## config.mk

```make
export PLATFORM = sky130hd
export DESIGN_NAME = fwp_core
export DESIGN_NICKNAME = d
export VERILOG_FILES = /design/src/shared/fwp_pkg.sv /design/src/logic/fwp_core.sv /design/src/logic/fwp_sync3.sv
export SDC_FILE = /design/constraint.sdc
export NUM_CORES = 1
export LEC_CHECK = 0
export BUFFER_PORTS_ARGS = -buffer_cell sky130_fd_sc_hd__buf_4
export CAP_MARGIN = 15
export CORE_MARGIN = 2
export CORE_UTILIZATION = 48
export DETAILED_ROUTE_END_ITERATION = 10
export GPL_ROUTABILITY_DRIVEN = 0
export PLACE_DENSITY = 0.8
export REMOVE_ABC_BUFFERS = 1
export SKIP_LAST_GASP = 1
export SYNTH_ARGS = -nofsm -noshare
export SYNTH_HDL_FRONTEND = slang
export SYNTH_SLANG_ARGS = --single-unit
```

## constraint.sdc

```tcl
create_clock -name clk_sys -period 4.3 [get_ports clk_sys]
set_input_delay 0.86 -clock clk_sys [delete_from_list [all_inputs] [get_ports clk_sys]]
set_output_delay 0.86 -clock clk_sys [all_outputs]
set_load 0.005 [all_outputs]
```

## src/shared/fwp_pkg.sv

```systemverilog
// Shared constants for the flash write-protection block
package fwp_pkg;

  // Address layout: 24-bit byte address, 64 KB protection blocks
  localparam int unsigned FWP_ADDR_W     = 24;
  localparam int unsigned FWP_BLOCK_LSB  = 16;
  localparam int unsigned FWP_BLOCK_MSB  = 23;
  // Largest density holds eight 64 KB blocks
  localparam int unsigned FWP_BLOCK_BITS = 3;

  // Status register field positions
  localparam int unsigned FWP_SR_WIP     = 0;
  localparam int unsigned FWP_SR_LATCH   = 1;
  localparam int unsigned FWP_SR_BP_LSB  = 2;
  localparam int unsigned FWP_SR_BP_W    = 4;
  localparam int unsigned FWP_SR_QUAD_EN = 6;
  localparam int unsigned FWP_SR_WR_DIS  = 7;
  localparam logic [7:0]  FWP_SR_RESET   = 8'h00;

  // Suspend and row-lock register field positions
  localparam int unsigned FWP_FR_RSVD_W  = 2;
  localparam int unsigned FWP_FR_PGM_SUS = 2;
  localparam int unsigned FWP_FR_ERS_SUS = 3;
  localparam int unsigned FWP_FR_IRL_LSB = 4;
  localparam int unsigned FWP_FR_IRL_W   = 4;
  localparam logic [7:0]  FWP_FR_RESET   = 8'h00;

  // Block-protect code boundaries
  localparam logic [3:0]  FWP_BP_NONE     = 4'h0;
  localparam logic [3:0]  FWP_BP_TOP_LO   = 4'h1;
  localparam logic [3:0]  FWP_BP_TOP_HI   = 4'h3;
  localparam logic [3:0]  FWP_BP_ALL_HI   = 4'hB;
  localparam logic [3:0]  FWP_BP_BOT_LO   = 4'hC;
  localparam logic [3:0]  FWP_BP_BOT_HI   = 4'hE;
  // Bottom span is 2^(FWP_BP_BOT_REF - code)
  localparam int unsigned FWP_BP_BOT_REF  = 14;

  // Operation sequencer states
  typedef enum logic [2:0] {
    FWP_ST_IDLE  = 3'b000,
    FWP_ST_PROG  = 3'b001,
    FWP_ST_ERASE = 3'b010,
    FWP_ST_PGM_HOLD = 3'b011,
    FWP_ST_ERS_HOLD = 3'b100
  } fwp_state_e;

endpackage

```

## src/logic/fwp_core.sv

```systemverilog
// Write protection, write-enable latch and suspend/row-lock register
//
// How it works
// - Codes 1,2,3 protect top one, two, four blocks; codes 0 and 15 none.
// - Codes 4 through 11 protect all; codes 12,13,14 protect bottom four, two, one.
// - Program or erase aimed inside the protected range is inhibited.
// - Whole-array erase is ignored unless all block-protect bits are zero.
// - Suspend during program sets program-suspended flag; resume clears it.
// - Suspend during erase sets erase-suspended flag; resume clears it.
// - Row lock bits 4..7 lock rows 0..3; locked row programming refused.
// - Row lock bits are one-time: once one they return to zero only at reset.
// - Status register unwritable while write-disable bit set and protect pin low.
// - Program, erase and register writes ignored unless write-enable latch set.
// - Latch clears on completion of any write, program, erase, or disable command.
// - All write sequences ignored while the supply-low indication is active.
// - Bits 0 and 1 of the lock register are reserved, zero; all reset zero.
`timescale 1ns/1ps
module fwp_core
  import fwp_pkg::*;
#(
  parameter int unsigned BLOCK_BITS = fwp_pkg::FWP_BLOCK_BITS
) (
  // Clock and reset
  input  wire logic                          clk_sys,
  input  wire logic                          rst_n,
  // Device pins, asynchronous
  input  wire logic                          wp_n_pin,
  input  wire logic                          supply_low_pin,
  // Decoded instructions, one-cycle pulses
  input  wire logic                          write_enable_cmd,
  input  wire logic                          write_disable_cmd,
  input  wire logic                          status_write_cmd,
  input  wire logic [7:0]                    status_write_data,
  input  wire logic                          func_write_cmd,
  input  wire logic [7:0]                    func_write_data,
  input  wire logic                          program_cmd,
  input  wire logic                          erase_cmd,
  input  wire logic                          whole_array_erase_cmd,
  input  wire logic                          info_row_prog_cmd,
  input  wire logic [1:0]                    info_row_sel,
  input  wire logic [fwp_pkg::FWP_ADDR_W-1:0] op_addr,
  input  wire logic                          suspend_cmd,
  input  wire logic                          resume_cmd,
  // Array engine handshake
  input  wire logic                          op_done,
  output logic                               program_start_q,
  output logic                               erase_start_q,
  output logic                               info_row_start_q,
  output logic                               engine_suspend_q,
  output logic                               engine_resume_q,
  // Register views and refusal indication
  output logic [7:0]                         status_reg_q,
  output logic [7:0]                         suspend_and_row_lock_q,
  output logic                               cmd_ignored_q
);

  import fwp_pkg::*;

  localparam int unsigned NUM_BLOCKS = 1 << BLOCK_BITS;

  // Synchronised pins
  logic wp_n_s;
  logic supply_low_s;

  fwp_sync3 #(
    .RESET_VAL (1'b1)
  ) u_sync_wp (
    .clk_sys   (clk_sys),
    .rst_n     (rst_n),
    .pin_async (wp_n_pin),
    .level_q   (wp_n_s)
  );

  // Reset to low so writes are not locked out before the pin settles
  fwp_sync3 #(
    .RESET_VAL (1'b0)
  ) u_sync_vlow (
    .clk_sys   (clk_sys),
    .rst_n     (rst_n),
    .pin_async (supply_low_pin),
    .level_q   (supply_low_s)
  );

  fwp_state_e state_q;
  fwp_state_e state_d;

  // Status and suspend/row-lock register fields
  wire       status_write_disable   = status_reg_q[FWP_SR_WR_DIS];
  wire [3:0] bp                     = status_reg_q[FWP_SR_BP_LSB +: FWP_SR_BP_W];
  wire       write_enable_latch     = status_reg_q[FWP_SR_LATCH];
  wire [3:0] irl                    = suspend_and_row_lock_q[FWP_FR_IRL_LSB +: FWP_FR_IRL_W];
  wire       program_suspended_flag = suspend_and_row_lock_q[FWP_FR_PGM_SUS];
  wire       erase_suspended_flag   = suspend_and_row_lock_q[FWP_FR_ERS_SUS];

  // Block index, address bits above the density are don't-care
  wire [7:0] addr_blk = op_addr[FWP_BLOCK_MSB:FWP_BLOCK_LSB];

  function automatic logic blk_protected(input logic [3:0] code, input logic [7:0] blk8);
    int unsigned span;
    int unsigned blk;
    logic        top;
    span = 0;
    blk  = int'(blk8) % NUM_BLOCKS;
    top  = 1'b0;
    if (code >= FWP_BP_TOP_LO && code <= FWP_BP_TOP_HI) begin
      span = 1 << (int'(code) - 1);
      top  = 1'b1;
    end else if (code > FWP_BP_TOP_HI && code <= FWP_BP_ALL_HI) begin
      span = NUM_BLOCKS;
    end else if (code >= FWP_BP_BOT_LO && code <= FWP_BP_BOT_HI) begin
      span = 1 << (FWP_BP_BOT_REF - int'(code));
    end
    if (span >= NUM_BLOCKS) begin
      blk_protected = (span != 0);
    end else if (top) begin
      blk_protected = (blk >= NUM_BLOCKS - span);
    end else begin
      blk_protected = (blk < span);
    end
  endfunction

  // Admission decode
  wire idle      = (state_q == FWP_ST_IDLE);
  wire busy      = (state_q == FWP_ST_PROG) || (state_q == FWP_ST_ERASE);
  wire addr_prot = blk_protected(bp, addr_blk);
  wire sr_locked = status_write_disable && !wp_n_s;
  wire wr_ok     = write_enable_latch && !supply_low_s && idle;
  wire row_lock  = irl[info_row_sel];

  wire acc_sr    = status_write_cmd && wr_ok && !sr_locked;
  wire acc_fr    = func_write_cmd && wr_ok;
  wire acc_prog  = program_cmd && wr_ok && !addr_prot;
  wire acc_erase = erase_cmd && wr_ok && !addr_prot;
  wire acc_chip  = whole_array_erase_cmd && wr_ok && (bp == FWP_BP_NONE);
  wire acc_irp   = info_row_prog_cmd && wr_ok && !row_lock;

  wire any_wcmd  = status_write_cmd || func_write_cmd || program_cmd || erase_cmd
                   || whole_array_erase_cmd || info_row_prog_cmd;
  wire any_acc   = acc_sr || acc_fr || acc_prog || acc_erase || acc_chip || acc_irp;
  wire op_finish = busy && op_done;
  wire susp_prog = suspend_cmd && (state_q == FWP_ST_PROG);
  wire susp_ers  = suspend_cmd && (state_q == FWP_ST_ERASE);
  wire res_prog  = resume_cmd && (state_q == FWP_ST_PGM_HOLD);
  wire res_ers   = resume_cmd && (state_q == FWP_ST_ERS_HOLD);

  // Operation sequencer
  always_comb begin
    state_d = state_q;
    case (state_q)
      FWP_ST_IDLE: begin
        if (acc_prog || acc_irp) begin
          state_d = FWP_ST_PROG;
        end else if (acc_erase || acc_chip) begin
          state_d = FWP_ST_ERASE;
        end
      end
      FWP_ST_PROG: begin
        if (op_done) begin
          state_d = FWP_ST_IDLE;
        end else if (suspend_cmd) begin
          state_d = FWP_ST_PGM_HOLD;
        end
      end
      FWP_ST_ERASE: begin
        if (op_done) begin
          state_d = FWP_ST_IDLE;
        end else if (suspend_cmd) begin
          state_d = FWP_ST_ERS_HOLD;
        end
      end
      FWP_ST_PGM_HOLD: begin
        if (resume_cmd) begin
          state_d = FWP_ST_PROG;
        end
      end
      FWP_ST_ERS_HOLD: begin
        if (resume_cmd) begin
          state_d = FWP_ST_ERASE;
        end
      end
      default: begin
        state_d = FWP_ST_IDLE;
      end
    endcase
  end

  // Next register images; completion beats suspend in the same cycle
  wire sp_now  = susp_prog && !op_done;
  wire se_now  = susp_ers && !op_done;
  wire latch_clr = acc_sr || acc_fr || op_finish || write_disable_cmd;
  // A latch request in the completing cycle is kept
  wire latch_d   = write_enable_cmd ? 1'b1 : (latch_clr ? 1'b0 : write_enable_latch);
  wire wip_d   = (state_d == FWP_ST_PROG) || (state_d == FWP_ST_ERASE);

  wire [5:0] sr_hi_d = acc_sr ? status_write_data[7:2] : status_reg_q[7:2];

  wire [3:0] irl_d = acc_fr ? (irl | func_write_data[FWP_FR_IRL_LSB +: FWP_FR_IRL_W])
                            : irl;
  wire prog_susp_d  = sp_now ? 1'b1 : (res_prog ? 1'b0 : program_suspended_flag);
  wire erase_susp_d = se_now ? 1'b1 : (res_ers ? 1'b0 : erase_suspended_flag);

  always_ff @(posedge clk_sys) begin
    if (!rst_n) begin
      state_q                <= FWP_ST_IDLE;
      status_reg_q           <= FWP_SR_RESET;
      suspend_and_row_lock_q <= FWP_FR_RESET;
      program_start_q        <= 1'b0;
      erase_start_q          <= 1'b0;
      info_row_start_q       <= 1'b0;
      engine_suspend_q       <= 1'b0;
      engine_resume_q        <= 1'b0;
      cmd_ignored_q          <= 1'b0;
    end else begin
      state_q                <= state_d;
      status_reg_q           <= {sr_hi_d, latch_d, wip_d};
      suspend_and_row_lock_q <= {irl_d, erase_susp_d, prog_susp_d, {FWP_FR_RSVD_W{1'b0}}};
      program_start_q        <= acc_prog;
      erase_start_q          <= acc_erase || acc_chip;
      info_row_start_q       <= acc_irp;
      engine_suspend_q       <= sp_now || se_now;
      engine_resume_q        <= res_prog || res_ers;
      cmd_ignored_q          <= any_wcmd && !any_acc;
    end
  end
endmodule

```

## src/logic/fwp_sync3.sv

```systemverilog
// Three-stage pin synchroniser with agreement filter
`timescale 1ns/1ps
module fwp_sync3 #(
  parameter logic RESET_VAL = 1'b0
) (
  // Clock and reset
  input  wire logic clk_sys,
  input  wire logic rst_n,
  // Asynchronous pin and its filtered level
  input  wire logic pin_async,
  output logic      level_q
);

  logic meta_q;
  logic s2_q;
  logic s3_q;

  // Level moves only when stages two and three agree
  always_ff @(posedge clk_sys) begin
    if (!rst_n) begin
      meta_q  <= RESET_VAL;
      s2_q    <= RESET_VAL;
      s3_q    <= RESET_VAL;
      level_q <= RESET_VAL;
    end else begin
      meta_q <= pin_async;
      s2_q   <= meta_q;
      s3_q   <= s2_q;
      if (s2_q == s3_q) begin
        level_q <= s3_q;
      end
    end
  end

endmodule

```

==> metrics.md <==
| Metric | Value |
|---|---|
| Final Setup Violations | `0` |
| Worst supply voltage drop on vdd | `0.217 mV` |
| Cell area power density | `283 mW/mm^2` |
| Final number of hold-violating endpoints | `0` |
| Buffer count from post-CTS setup fixing | `0` |
| Leakage power of the design | `1.07 nW` |
| Async set or reset register ratio after synthesis | `0` |
| Area growth from synthesis to layout | `22.9%` |
| Result of the run | `completed` |
| Biggest fanout along the worst timing path | `14` |
| I/O pins | `79` |
| Total number of placement rows | `23` |
| Final critical-path required period | `3.92 ns` |
| Worst-case clock buffer depth | `2` |
| Sequential element share of the synthesized area | `0.321` |
| Residual antenna-violating net count after detailed routing | `0` |
| First DRT Iteration DRCs | `74` |
| Number of cells produced by synthesis | `217` |
| Largest net degree at the start of global routing | `32` |
| Largest registers ranked by flip-flop count | `status_reg_q x8, suspend_and_row_lock_q x6, state_q x3` |
| Average wire per cell in the routed design | `12.5 um` |
| Critical path launch point type | `flip-flop` |
| Placeable core region | `0.00394 sq mm` |
| Post-synthesis instance area | `0.00193 sq mm` |
| Residual DRC | `0` |
| Classification of the worst setup path | `reg2reg` |
| Syn_area_per_cell | `8.91 sq um` |
| Root Driver | `clkbuf_8` |
| Switching part of the total power | `0.276` |
| Clock power share | `0.324` |
| Critical Path Source | `status_reg_q[5]` |
| Post-detailed-route via-to-cell ratio | `5.37` |
| Flops & latches, synth | `31` |
| Power Internal | `0.487 mW` |
| Total half-perimeter wirelength after legalization and detailed placement | `3.01 mm` |
| Post-cts sizing count | `0` |
| Slew Limit Fails | `0` |
| Number of diodes | `0` |
| Fin Setup TNS | `0 ns` |
| F_max | `0.255 GHz` |
| Logic gate share of total power | `0.204` |
| Post-synth EDFFs | `0` |
| Launch point of the worst hold path | `u_sync_wp.meta_q` |
| Largest register FFs | `8` |
| Pre-antenna DRT Iters | `4` |
| Largest register by flop count | `status_reg_q` |
| Count of H-tree levels built during CTS | `2` |
| Skew-Pair Late Insertion Delay | `0.29 ns` |
| Max-capacitance violation count | `0` |
| CP Data Required Time | `4.47 ns` |
| Total power of the final layout | `0.672 mW` |
| GRT Overall Usage | `0.187` |
| Cts-stage hold buffer count | `0` |
| Most used DFF post-synth | `dfxtp_1` |
| Clock tree from TritonCTS | `done` |
| Detailed-route wire length | `3.94 mm` |
| Final period util | `0.912` |
| Chip width | `67.5 um` |
| Wire length of the first global-routing pass | `6.32 mm` |
| Non-filler cells in the finished layout | `315` |
| Number of port buffers | `49` |
| Vias in the first global route | `1495` |
| Slew @ Worst Pin | `0.685 ns` |
| Net switching power | `0.185 mW` |
| Layout cells sized above 1 | `0.260` |
| Total Nets Final | `338` |
| Effective utilization at floorplan | `0.490` |
| Die height | `67.5 um` |
| Post-synthesis cell type count | `53` |
| Cell total after placement | `307` |
| Data arrival time of the worst path | `4.09 ns` |
| Worst Setup End Kind | `flip-flop` |
| Beginning of the worst register-to-register path | `status_reg_q[5]` |
| Number of antenna violations at the first check in global routing | `0` |
| Final Hold Slack | `0.407 ns` |
| Clock transition at the registers of the reported paths | `0.07 ns` |
| Total Die Area | `0.00455 sq mm` |
| Max transition margin | `0.542` |
| Overflow left after global routing | `0` |
| Sinks on the clock net | `31` |
| Final clock skew | `0.00768 ns` |
| Worst hold-check path type | `reg2reg` |
| Via total after detailed routing | `1692` |
| Inserted Clock Buffers | `5` |
| Yosys Warn Count | `0` |
| RSZ-0062 raised after global routing | `false` |
| Proportion of power drawn by flip-flops and latches | `0.472` |
| Core utilization of the finished layout | `0.603` |
## worst paths after layout
check                                       end  slack (ns)  depth (start not counted)
worst min-delay path             u_sync_wp.s2_q        0.41                          1
worst min register to register   u_sync_wp.s2_q        0.41                          1
worst max-delay path            status_reg_q[0]        0.38                         17
worst max register to register  status_reg_q[0]        0.38                         17
## power by group through the flow
stage | clock, mW | sequential [mW] | combinational, mW
6_report | 0.218 | 0.317 | 0.137
5_1_grt | 0.239 | 0.319 | 0.154
4_1_cts | 0.225 | 0.317 | 0.138
3_5_place_dp | 0 | 0.323 | 0.136
3_3_place_gp | 0 | 0.323 | 0.134
2_1_floorplan | 0 | 0.323 | 0.0751
## area by class of cell
type	count	area (sq um)
inverter	17	63.8
clock buffer	5	68.8
fill	338	1570
timing repair buffer	51	383
multi-input combinational	158	1160
clock inverter	3	15.0
tap	50	62.6
sequential	31	621
## Yosys cell counts, drive strengths merged (4+ instances only)
cell type / count / area share
nand2: 11 / 0.021
inv: 17 / 0.033
o31ai: 4 / 0.028
nand3: 5 / 0.013
a21oi: 8 / 0.025
ha: 17 / 0.11
nand2b: 6 / 0.019
and2: 8 / 0.026
o21ai: 10 / 0.026
nand4: 4 / 0.013
nor2b: 13 / 0.042
a31oi: 7 / 0.023
clkbuf: 4 / 0.0078
nor2: 13 / 0.025
dfxtp: 31 / 0.32
mux2i: 7 / 0.036
buf: 8 / 0.039
## layout by cell type, fill, tap and decap left out, types with 2 or more instances in the layout
cell / count
buf_4: 51
dfxtp_1: 31
inv_1: 17
ha_1: 17
nor2_1: 13
nor2b_1: 13
nand2_1: 11
o21ai_0: 10
and2_1: 8
a31oi_1: 7
mux2i_1: 7
a21oi_1: 6
nand2b_1: 6
nand3_1: 5
clkbuf_8: 5
nand4_1: 4
o21a_1: 3
clkinv_2: 3
nand3b_1: 2
a21oi_2: 2
o31ai_2: 2
or4_1: 2
a32o_1: 2
xor2_1: 2
a2111oi_0: 2
nor3b_1: 2
o41ai_1: 2
nor3_1: 2
and4_1: 2
and3_1: 2
conb_1: 2
## worst max-delay path: stages, from the launching register on
cell and delay (ns):
dfxtp_1 0.59, inv_1 0.16, ha_1 0.26, a21oi_1 0.16
a31oi_1 0.20, a21oi_2 0.23, a32o_1 0.27, inv_1 0.09
ha_1 0.22, xor2_1 0.16, ha_1 0.27, o21ai_0 0.07
a21oi_1 0.11, o21ai_0 0.09, nor2_1 0.20, o31ai_4 0.11
a41o_2 0.31, o31a_1 0.30
## routing by layer
layer,up-vias,GRT usage,part of all wire
met2,39,0.303,0.49
met4,0,0.0612,0.013
met1,786,0.226,0.45
met5,-,0,0
li1,861,-,-
met3,6,0.0717,0.051
## through the flow
stage	setup WS, ns	instance area (sq um)
final	0.379	2380
after global routing	0.0784	2380
after CTS	0.402	2380
after detailed placement	0.452	2290
after global placement	0.487	2290
after floorplan	0.761	1850
## kinds of logic (layout without fill, tap and decap cells)
group | count (synthesis) | in the layout | share of synthesized area
other | 1 | 2 | 0.00194
xor gates and xnor gates | 3 | 3 | 0.0136
adders and majority gates | 17 | 17 | 0.110
buffers and inverters | 29 | 76 | 0.0796
AOI/OAI and AO/OA | 51 | 51 | 0.202
muxes | 8 | 8 | 0.0479
and+or+nand+nor | 77 | 77 | 0.224
DFF | 31 | 31 | 0.321
Note: power is estimated with default switching activity, not from simulation.
